$ cat src/rtl/opatr_regs.svh
// Purpose: offsets, field positions, reset values and codes for the amplifier trim and routing registers
// Assumes: Avalon-MM slave, 32-bit data, byte addresses, 8-bit registers in the low byte lane
// Notes: Notes on behaviour follow
`ifndef OPATR_REGS_SVH
`define OPATR_REGS_SVH

// =====================================================================
// register map
`define OPATR_OFS_AMP_ZERO  8'h00
`define OPATR_OFS_AMP_ONE   8'h04
`define OPATR_OFS_SWITCH    8'h08
`define OPATR_OFS_PIN       8'h0C
`define OPATR_OFS_MUX       8'h10

// =====================================================================
// amplifier register fields
`define OPATR_BIT_EN        7
`define OPATR_BIT_OUT       6
`define OPATR_BIT_MODE      5
`define OPATR_BIT_REF       4
`define OPATR_TRIM_HI       3
`define OPATR_TRIM_LO       0

// =====================================================================
// switch, pin and mux register fields
`define OPATR_BIT_CMP_OUT   0
`define OPATR_BIT_SW_ONE    1
`define OPATR_BIT_SW_TWO    2
`define OPATR_BIT_SW_THREE  3
`define OPATR_SW2_HI        7
`define OPATR_SW2_LO        4
`define OPATR_BIT_CMP_POS   1
`define OPATR_BIT_CMP_NEG   0
`define OPATR_PIN_MASK      8'h03
`define OPATR_MUX_POS_HI    7
`define OPATR_MUX_POS_LO    5
`define OPATR_MUX_LOW_HI    4
`define OPATR_MUX_LOW_LO    0

// =====================================================================
// reset values and bus codes
`define OPATR_RST_BYTE      8'h00
`define OPATR_RST_WORD      32'h0000_0000
`define OPATR_ST_IDLE       2'h0
`define OPATR_ST_ACK        2'h1
`define OPATR_BYTE_LANE     0

`endif

$ cat src/rtl/opatr_pkg.sv
// Purpose: shared types of the amplifier trim and routing block
// Assumes: constants come from the _regs header
// Notes: bus states follow a Gray sequence
`include "opatr_regs.svh"

package opatr_pkg;

  typedef enum logic [1:0] {
    OPATR_IDLE = `OPATR_ST_IDLE,
    OPATR_ACK  = `OPATR_ST_ACK
  } opatr_bus_st_t;

  typedef struct packed {
    logic [7:0] ctrl;
  } opatr_amp_state_t;

  typedef struct packed {
    opatr_bus_st_t bus_st;
    logic [31:0]   rdata;
    logic [7:0]    sw;
    logic [7:0]    pin;
    logic [7:0]    mux;
  } opatr_top_state_t;

endpackage

$ cat src/rtl/opatr_amp_if.sv
// Purpose: link between the bus front end and one amplifier register
// Assumes: one instance per amplifier
// Notes: write strobe is a one-cycle pulse
`timescale 1ns/1ps

interface opatr_amp_if;
  logic       wr_en;
  logic [7:0] wdata;
  logic       amp_out;
  logic [7:0] rdata;
  logic       enable;
  logic       cancel_mode;
  logic       ref_select;
  logic [3:0] trim;

  modport ctrl (
    output wr_en,
    output wdata,
    output amp_out,
    input  rdata,
    input  enable,
    input  cancel_mode,
    input  ref_select,
    input  trim
  );

  modport amp (
    input  wr_en,
    input  wdata,
    input  amp_out,
    output rdata,
    output enable,
    output cancel_mode,
    output ref_select,
    output trim
  );
endinterface

$ cat src/rtl/opatr_amp_reg.sv
// Purpose: one amplifier offset control register
// Assumes: rst_n already synchronised to clk
// Notes: bit 6 is live amplifier output, never stored
`timescale 1ns/1ps
`include "opatr_regs.svh"

module opatr_amp_reg (
  input wire logic   clk,
  input wire logic   rst_n,
  opatr_amp_if.amp   bus
);
  import opatr_pkg::*;

  opatr_amp_state_t st_r;
  opatr_amp_state_t st_nxt;

  // =====================================================================
  // next state
  always_comb begin
    st_nxt = st_r;
    if (bus.wr_en) begin
      st_nxt.ctrl = bus.wdata;
      st_nxt.ctrl[`OPATR_BIT_OUT] = 1'b0;
    end
  end

  // =====================================================================
  // state register
  always_ff @(posedge clk or negedge rst_n) begin
    if (!rst_n) begin
      st_r.ctrl <= `OPATR_RST_BYTE;
    end else begin
      st_r <= st_nxt;
    end
  end

  // =====================================================================
  // fields out
  // live output status
  assign bus.rdata       = {st_r.ctrl[`OPATR_BIT_EN], bus.amp_out,
                            st_r.ctrl[`OPATR_BIT_MODE:`OPATR_TRIM_LO]};
  assign bus.enable      = st_r.ctrl[`OPATR_BIT_EN];
  assign bus.cancel_mode = st_r.ctrl[`OPATR_BIT_MODE];
  assign bus.ref_select  = st_r.ctrl[`OPATR_BIT_REF];
  assign bus.trim        = st_r.ctrl[`OPATR_TRIM_HI:`OPATR_TRIM_LO];

endmodule

$ cat src/rtl/opatr_top.sv
// Purpose: register bank for two amplifiers, switches, mux and comparator pins
// Assumes: Avalon-MM master per standard, one clock
// Notes: one wait cycle per access, unmapped reads return zero
//
// Implementation choices: the Avalon-MM interface to the registers and the register offsets.
`timescale 1ns/1ps
`include "opatr_regs.svh"

module opatr_top (
  input  wire logic        CLK,
  input  wire logic        RST_N,

  input  wire logic [7:0]  AVS_ADDRESS,
  input  wire logic        AVS_READ,
  input  wire logic        AVS_WRITE,
  input  wire logic [31:0] AVS_WRITEDATA,
  input  wire logic [3:0]  AVS_BYTEENABLE,
  output logic      [31:0] AVS_READDATA,
  output logic             AVS_WAITREQUEST,

  input  wire logic        AMP_ZERO_OUT,
  input  wire logic        AMP_ONE_OUT,

  output logic             AMP_ZERO_ENABLE,
  output logic             AMP_ZERO_CANCEL_MODE,
  output logic             AMP_ZERO_REF_SELECT,
  output logic      [3:0]  AMP_ZERO_TRIM,

  output logic             AMP_ONE_ENABLE,
  output logic             AMP_ONE_CANCEL_MODE,
  output logic             AMP_ONE_REF_SELECT,
  output logic      [3:0]  AMP_ONE_TRIM,

  output logic             CMP_POS_PIN_ENABLE,
  output logic             CMP_POS_PIN_PULLUP_DIS,
  output logic             CMP_NEG_PIN_ENABLE,
  output logic             CMP_NEG_PIN_PULLUP_DIS,
  output logic             CMP_OUT_PIN_ENABLE,

  output logic             SWITCH_ONE_ONE,
  output logic             SWITCH_ONE_TWO,
  output logic             SWITCH_ONE_THREE,
  output logic      [3:0]  SWITCH_TWO_BANK,

  output logic      [2:0]  AMP_ZERO_POS_SELECTOR,
  output logic      [4:0]  AMP_ZERO_MUX_LOW
);
  import opatr_pkg::*;

  // =====================================================================
  // reset release
  logic [1:0] rst_sync_r;
  logic       rst_n;

  always_ff @(posedge CLK or negedge RST_N) begin
    if (!RST_N) begin
      rst_sync_r <= 2'h0;
    end else begin
      rst_sync_r <= {rst_sync_r[0], 1'b1};
    end
  end

  assign rst_n = rst_sync_r[1];

  // =====================================================================
  // declarations
  opatr_top_state_t st_r;
  opatr_top_state_t st_nxt;

  logic       req;
  logic       commit;
  logic       wr_commit;
  logic       lane_ok;
  logic [7:0] wbyte;

  logic       hit_amp_zero;
  logic       hit_amp_one;
  logic       hit_switch;
  logic       hit_pin;
  logic       hit_mux;

  logic [1:0] amp_hit;
  logic [1:0] amp_out_in;
  logic [7:0] amp_rdata   [2];
  logic [1:0] amp_enable;
  logic [1:0] amp_mode;
  logic [1:0] amp_ref;
  logic [3:0] amp_trim    [2];

  logic [7:0] rd_byte;

  // =====================================================================
  // address decode
  assign hit_amp_zero = (AVS_ADDRESS == `OPATR_OFS_AMP_ZERO);
  assign hit_amp_one  = (AVS_ADDRESS == `OPATR_OFS_AMP_ONE);
  assign hit_switch   = (AVS_ADDRESS == `OPATR_OFS_SWITCH);
  assign hit_pin      = (AVS_ADDRESS == `OPATR_OFS_PIN);
  assign hit_mux      = (AVS_ADDRESS == `OPATR_OFS_MUX);

  assign amp_hit      = {hit_amp_one, hit_amp_zero};
  assign amp_out_in   = {AMP_ONE_OUT, AMP_ZERO_OUT};

  // =====================================================================
  // handshake
  assign req       = AVS_READ | AVS_WRITE;
  assign commit    = req & (st_r.bus_st == OPATR_ACK);
  assign lane_ok   = AVS_BYTEENABLE[`OPATR_BYTE_LANE];
  assign wr_commit = commit & AVS_WRITE & lane_ok;
  assign wbyte     = AVS_WRITEDATA[7:0];

  // waitrequest falls only in the acknowledge cycle
  assign AVS_WAITREQUEST = req & (st_r.bus_st != OPATR_ACK);
  assign AVS_READDATA    = st_r.rdata;

  // =====================================================================
  // amplifier registers
  genvar gi;
  generate
    for (gi = 0; gi < 2; gi++) begin : gen_amp
      opatr_amp_if u_if ();

      assign u_if.wr_en   = wr_commit & amp_hit[gi];
      assign u_if.wdata   = wbyte;
      assign u_if.amp_out = amp_out_in[gi];

      assign amp_rdata[gi]  = u_if.rdata;
      assign amp_enable[gi] = u_if.enable;
      assign amp_mode[gi]   = u_if.cancel_mode;
      assign amp_ref[gi]    = u_if.ref_select;
      assign amp_trim[gi]   = u_if.trim;

      opatr_amp_reg u_amp (
        .clk   (CLK),
        .rst_n (rst_n),
        .bus   (u_if.amp)
      );
    end
  endgenerate

  // =====================================================================
  // read mux
  always_comb begin
    rd_byte = `OPATR_RST_BYTE;
    case (1'b1)
      hit_amp_zero: begin
        rd_byte = amp_rdata[0];
      end
      hit_amp_one: begin
        rd_byte = amp_rdata[1];
      end
      hit_switch: begin
        rd_byte = st_r.sw;
      end
      hit_pin: begin
        rd_byte = st_r.pin;
      end
      hit_mux: begin
        rd_byte = st_r.mux;
      end
      default: begin
        rd_byte = `OPATR_RST_BYTE;
      end
    endcase
  end

  // =====================================================================
  // next state
  always_comb begin
    st_nxt = st_r;
    case (st_r.bus_st)
      OPATR_IDLE: begin
        if (req) begin
          st_nxt.bus_st = OPATR_ACK;
          st_nxt.rdata  = AVS_READ ? {24'h00_0000, rd_byte} : `OPATR_RST_WORD;
        end
      end
      OPATR_ACK: begin
        st_nxt.bus_st = OPATR_IDLE;
      end
      default: begin
        st_nxt.bus_st = OPATR_IDLE;
      end
    endcase

    if (wr_commit) begin
      if (hit_switch) begin
        st_nxt.sw = wbyte;
      end
      if (hit_pin) begin
        st_nxt.pin = wbyte & `OPATR_PIN_MASK;
      end
      if (hit_mux) begin
        st_nxt.mux = wbyte;
      end
    end
  end

  // =====================================================================
  // state register
  always_ff @(posedge CLK or negedge rst_n) begin
    if (!rst_n) begin
      st_r.bus_st <= OPATR_IDLE;
      st_r.rdata  <= `OPATR_RST_WORD;
      st_r.sw     <= `OPATR_RST_BYTE;
      st_r.pin    <= `OPATR_RST_BYTE;
      st_r.mux    <= `OPATR_RST_BYTE;
    end else begin
      st_r <= st_nxt;
    end
  end

  // =====================================================================
  // amplifier controls
  // amplifier zero enable
  assign AMP_ZERO_ENABLE      = amp_enable[0];
  assign AMP_ZERO_CANCEL_MODE = amp_mode[0];
  assign AMP_ZERO_REF_SELECT  = amp_ref[0];
  assign AMP_ZERO_TRIM        = amp_trim[0];

  assign AMP_ONE_ENABLE       = amp_enable[1];
  assign AMP_ONE_CANCEL_MODE  = amp_mode[1];
  assign AMP_ONE_REF_SELECT   = amp_ref[1];
  assign AMP_ONE_TRIM         = amp_trim[1];

  // =====================================================================
  // comparator pin sharing
  // positive input takeover
  assign CMP_POS_PIN_ENABLE     = st_r.pin[`OPATR_BIT_CMP_POS];
  assign CMP_POS_PIN_PULLUP_DIS = st_r.pin[`OPATR_BIT_CMP_POS];
  assign CMP_NEG_PIN_ENABLE     = st_r.pin[`OPATR_BIT_CMP_NEG];
  assign CMP_NEG_PIN_PULLUP_DIS = st_r.pin[`OPATR_BIT_CMP_NEG];
  assign CMP_OUT_PIN_ENABLE     = st_r.sw[`OPATR_BIT_CMP_OUT];

  // =====================================================================
  // analog switches and mux
  // one closes switch
  assign SWITCH_ONE_ONE   = st_r.sw[`OPATR_BIT_SW_ONE];
  assign SWITCH_ONE_TWO   = st_r.sw[`OPATR_BIT_SW_TWO];
  assign SWITCH_ONE_THREE = st_r.sw[`OPATR_BIT_SW_THREE];
  assign SWITCH_TWO_BANK  = st_r.sw[`OPATR_SW2_HI:`OPATR_SW2_LO];

  assign AMP_ZERO_POS_SELECTOR = st_r.mux[`OPATR_MUX_POS_HI:`OPATR_MUX_POS_LO];
  assign AMP_ZERO_MUX_LOW      = st_r.mux[`OPATR_MUX_LOW_HI:`OPATR_MUX_LOW_LO];

endmodule

$ cat config.mk
export PLATFORM = sky130hd
export DESIGN_NAME = opatr_top
export DESIGN_NICKNAME = d
export VERILOG_FILES = /design/src/rtl/opatr_pkg.sv /design/src/rtl/opatr_amp_if.sv /design/src/rtl/opatr_amp_reg.sv /design/src/rtl/opatr_top.sv
export VERILOG_INCLUDE_DIRS = /design/src /design/src/rtl
export SDC_FILE = /design/constraint.sdc
export NUM_CORES = 1
export LEC_CHECK = 0
export ABC_AREA = 1
export ABC_CLOCK_PERIOD_IN_PS = 2750
export BUFFER_PORTS_ARGS = -buffer_cell sky130_fd_sc_hd__buf_2
export CORE_MARGIN = 2
export CORE_UTILIZATION = 50
export CTS_BUF_LIST = sky130_fd_sc_hd__clkbuf_8
export CTS_CLUSTER_DIAMETER = 150
export DETAILED_ROUTE_END_ITERATION = 10
export HOLD_SLACK_MARGIN = 0.1
export PLACE_DENSITY = 0.88
export REMOVE_ABC_BUFFERS = 1
export SYNTH_ARGS = -nofsm -noshare
export SYNTH_HDL_FRONTEND = slang
export SYNTH_SLANG_ARGS = --single-unit
$ cat constraint.sdc
create_clock -name CLK -period 2.75 [get_ports CLK]
set_clock_uncertainty 0.05 [all_clocks]
set_input_delay 0.1375 -clock CLK [delete_from_list [all_inputs] [get_ports CLK]]
set_output_delay 0.1375 -clock CLK [all_outputs]
set_load 0.01 [all_outputs]
# Word level (Yosys, flattened, before mapping)
# Index checks and enable logic that the tools add are counted.
# classes
eq_ne	7
n_mux	8
bitwise	7
n_reduce_logical	6
# ops
operator	n
$mux 8	6
$mux 34	1
$eq 8x4->1 const B	2
$eq 8x3->1 const B	1
$eq 8x5->1 const B	1
$logic_not 8->1	1
$reduce_and 2->1	4
$and 1x1->1	6
$eq 2x1->1 const B	1
$logic_not 2->1	1
$mux 2	1
$ne 2x1->1 const B	1
$ne 2x2->1 const B	1
$or 1x1->1	1
# totals
regBits	68
input_bits	50
output_inout_bits	67
word_cells	36

# Logic depth before layout (Yosys ltp)
# logic_depth
depth_word	9
depth_mapped	11
mapped_depth_nobuf	11

# Hierarchy
# Synthesis repeated with hierarchy kept, for this count alone.
# unflattened
cells_unflattened	340
area_unflattened_um2	2640.0
# by_module_without_submodules
module	n_inst	cells_per_inst	area_each_um2	seq_area_each_um2
opatr_top	1	264	1981.9	725.7
opatr_amp_reg	2	38	329.1	175.2

# Least setup slack after synthesis
# OpenSTA, ideal clock, no wires.
# synth_path
path_kind	flip-flop to flip-flop
start	reg st_r[56] (netlist bit)
end	reg st_r (netlist bit AVS_READDATA[0])
setup_time_ns	0.065
t_arrival_ns	1.103
t_required_ns	2.635
setup_slack_ns	1.532
stages_incl_launch_ff	6
path_buffers	0
synth_period_minus_slack_ns	1.218
cell_sequence	dfrtp_1 > a21oi_1 > nand2_1 > nor2_1 > o21ai_0 > nand2_1
# synth_between
elab_chain_len	2
# synth_lines
item	line	rtl
from (decl)	opatr_top.sv:67	opatr_top_state_t st_r;
from (signal assigned)	opatr_top.sv:208	st_r <= st_nxt;
$logic_not 2->1	opatr_top.sv:170	case (st_r.bus_st)
$reduce_and 2->1 (no line)	-	
# No other way between the ends.
# A chain may end at the register's enable or synchronous reset.

# Worst setup path after layout
# layout_path
start	reg st_r[56] (netlist bit)
end	reg st_r (netlist bit AMP_ZERO_POS_SELECTOR[0])
# layout_between
elab_chain_len	5
# layout_lines
item	line	rtl
$eq 2x1->1	opatr_top.sv:106	assign commit = req & (st_r.bus_st == OPATR_ACK);
$and 1x1->1	opatr_top.sv:106	
$and 1x1->1 (2 in a row)	opatr_top.sv:108	assign wr_commit = commit & AVS_WRITE & lane_ok;
$reduce_and 2->1 (no line)	-	
# No other way between the ends.

==> flow_summary.json <==
{
  "run_status": "finished clean",
  "period_share_pct": 50.6,
  "initial_core_util_pct": 51.5,
  "vdd_drop_max_mv": 0.255,
  "worst_pin_slew_ns": 0.513,
  "power_switching_share_pct": 23.5,
  "r2r_slack_ns": 1.36,
  "grt_util_all_layers_pct": 19.2,
  "chipWidth_um": 73.5,
  "synth_top_area_share_pct": 44.5,
  "cap_violations": 0,
  "p_sw_w": 0.000301,
  "finalNonFillerCells": 406,
  "wl_per_cell_um": 11.9,
  "power_frac_comb_pct": 9.5,
  "antennaDiodeCount": 0,
  "rsz0062_at_grt": "no",
  "path_delay_family": "simple AND/OR/NAND/NOR gates",
  "tritoncts": "built",
  "cts_sinks": 43,
  "yosys.area.top_type": "dfrtp_1",
  "synth_area_mm2": 0.00242,
  "leakagePower_nw": 1.65,
  "avgSynthCellArea_um2": 8.11,
  "fp.dieArea_mm2": 0.00540,
  "post_cts_buffers": 0,
  "via_per_inst": 4.75,
  "path_buf_inv": 0,
  "drt_wl_total_mm": 4.83,
  "htreeDepth": 2,
  "hold_viol": 0,
  "synth_cell_type_count": 22,
  "cp.arrival_ns": 1.52,
  "overflow": 0,
  "synth_area_leaders": "dfrtp_1, buf_4, nand2_1, o21ai_1, o21ai_2",
  "grt_antenna_before_repair": 0,
  "clkLatencyLatePin_ns": 0.30,
  "dp.cells": 390,
  "powerDensity_mw_per_mm2": 472,
  "finalMaxSlewViolations": 0,
  "ant_nets": 0,
  "crit_path_max_incr_delay_ns": 0.37,
  "tns_ns": 0,
  "path_cells": "and3_1 > nand2_2 > nand2_1 > o21ai_2",
  "setup.worst_path.end_class": "flip-flop",
  "max_freq_mhz": 718,
  "crit_fanout": 16,
  "die_h_um": 73.5,
  "grt_pass1_wl_mm": 7.95,
  "period_needed_ns": 1.39,
  "layout.nets": 401,
  "ys_seq_area_share_pct": 44.5,
  "port_buffers": 65,
  "dr.pass1.iters": 4,
  "slew_headroom_pct": 65.8,
  "p_int_w": 0.000977,
  "drt_first_iter_violations": 86,
  "dpl_worst_slack_ns": 1.35,
  "drc_errors": 0,
  "p_seq_share_pct": 50.9,
  "root_buffer": "clkbuf_8",
  "place_congestion": 0.851,
  "synth_cells": 298,
  "crit_slowest_cell": "dfrtp_1",
  "grt_max_degree": 42,
  "clk_pin_slew_ns": 0.08,
  "fp-row-count": 25,
  "clkPwrFrac_pct": 39.7,
  "yosys_warnings": 0,
  "synthToLayoutAreaGrowth_pct": 12.0,
  "worstPathRequired_ns": 2.88,
  "ys_seq_elements": 43,
  "clockBufferDepth": 2,
  "ios": 117,
  "worstSetupPathType": "flip-flop to flip-flop",
  "fin_ws_ns": 1.36,
  "drive_gt1_share_pct": 29.5,
  "setup_violations": 0,
  "hpwl_mm": 3.64,
  "core_area_mm2": 0.00469,
  "startpoint_type": "flip-flop",
  "vias": 1928,
  "grt_pass1_vias": 1799,
  "hp-class": "primary input to flip-flop",
  "cts_made_buffers": 5
}
-- area by class of cell --
type,instances,area [um^2]
Sequential cell,43,1080
Inverter,24,91.3
Multi-Input combinational cell,203,940
Fill cell,432,1990
Clock inverter,2,35.0
Clock buffer,6,82.6
Timing Repair Buffer,74,413
Tap cell,54,67.6
-- layout by cell type, fill, tap and decap left out, types with 5 or more instances in the layout --
cell type       n
buf_2          65
inv_1          16
clkbuf_8        6
a21oi_1         7
nand3_1        10
o21ai_1        16
inv_2           7
o21ai_0        10
dfrtp_1        43
nor2_1         17
or2_0           5
conb_1         25
dlygate4sd3_1   8
nand2_1        90
nand2_2         8
o21ai_2         8
-- final timing paths --
path                                         startpoint                              endpoint  cells past startpoint
worst min-delay path                   AVS_WRITEDATA[3]  gen_amp[0].u_amp.st_r[3]$_DFFE_PN0P_                      3
worst min register to register  rst_sync_r[1]$_DFF_PN0_       AMP_ZERO_MUX_LOW[4]$_DFFE_PN0P_                      1
worst max register to register     st_r[56]$_DFFE_PN0P_  AMP_ZERO_POS_SELECTOR[0]$_DFFE_PN0P_                      4
min in group asynchronous       rst_sync_r[1]$_DFF_PN0_       AMP_ZERO_MUX_LOW[4]$_DFFE_PN0P_                      1
max in group asynchronous                         RST_N               rst_sync_r[1]$_DFF_PN0_                      3
worst max-delay path               st_r[56]$_DFFE_PN0P_  AMP_ZERO_POS_SELECTOR[0]$_DFFE_PN0P_                      4
-- logic make-up (layout without fill, tap and decap cells) --
logic type	count (synthesis)	count (layout)	share of synthesized area (%)
AOI/OAI and AO/OA	41	41	9.74
and+or+nand+nor	137	137	25.3
buffers and inverters	75	106	20.1
DFF	43	43	44.5
other	2	25	0.311
-- what timing repair did --
| item | CTS | global route |
|---|---|---|
| resized for setup | 0 | 0 |
| hold buffers | 8 | 0 |
| hold endpoints to repair | 10 | 0 |
-- power groups by stage --
| stage | sequential [W] | clock, W | combinational, W |
|---|---|---|---|
| after detailed placement | 0.000662 | 0 | 0.000111 |
| after CTS | 0.000649 | 0.000520 | 0.000122 |
| after floorplan | 0.000673 | 0 | 0.0000585 |
| final | 0.000650 | 0.000507 | 0.000121 |
| after global placement | 0.000661 | 0 | 0.000108 |
| after global routing | 0.000651 | 0.000543 | 0.000138 |
-- cell usage after synthesis --
cell type and number:
nor2_1 17, buf_4 46, nand2_1 90, or2_0 5
a21oi_1 7, nand3_1 10, and3_1 1, conb_1 2
nor2_4 2, o21ai_2 8, dfrtp_1 43, o21ai_0 10
nand2_2 8, o21ai_1 16, inv_2 7, buf_6 4
clkinv_2 1, or2_2 1, inv_1 16, nor2_8 1
buf_2 1, nand2_4 2
-- metal layers --
layer / up-vias / wire length [um] / GRT usage, % / part of all wire [%]
met5: - / 0 / 0 / 0
met4: 0 / 125 / 10.9 / 2.6
met3: 9 / 281 / 4.12 / 5.8
met2: 68 / 2410 / 32.2 / 50
met1: 890 / 2020 / 22.6 / 42
li1: 961 / - / - / -
-- through the flow --
stage	instance area [um^2]	hold WS [ns]	util (%)	total power, W
finish	2710	0.105	57.7	0.00128
global route	2710	0.118	57.7	0.00133
CTS	2710	0.101	57.7	0.00129
detailed placement	2510	-0.121	53.4	0.000773
global placement	2510	-0.128	53.4	0.000770
floorplan	2110	-0.208	-	0.000731
-- worst reg2reg max path, delay by kind of cell (launching register included) --
family | cells | cell delay [ns]
AO/OA/AOI/OAI | 1 | 0.06
AND/OR/NAND/NOR | 3 | 0.79
flip-flops | 1 | 0.37
-- sequential cells by signal (all words and copies together) (netlist names), 2 cells and up --
signal                 cells
AMP_ZERO_MUX_LOW           5
AMP_ZERO_POS_SELECTOR      3
AVS_READDATA               8
SWITCH_TWO_BANK            4
gen_amp.u_amp.st_r        14
rst_sync_r                 2
Note: power is estimated with default switching activity, not from simulation.
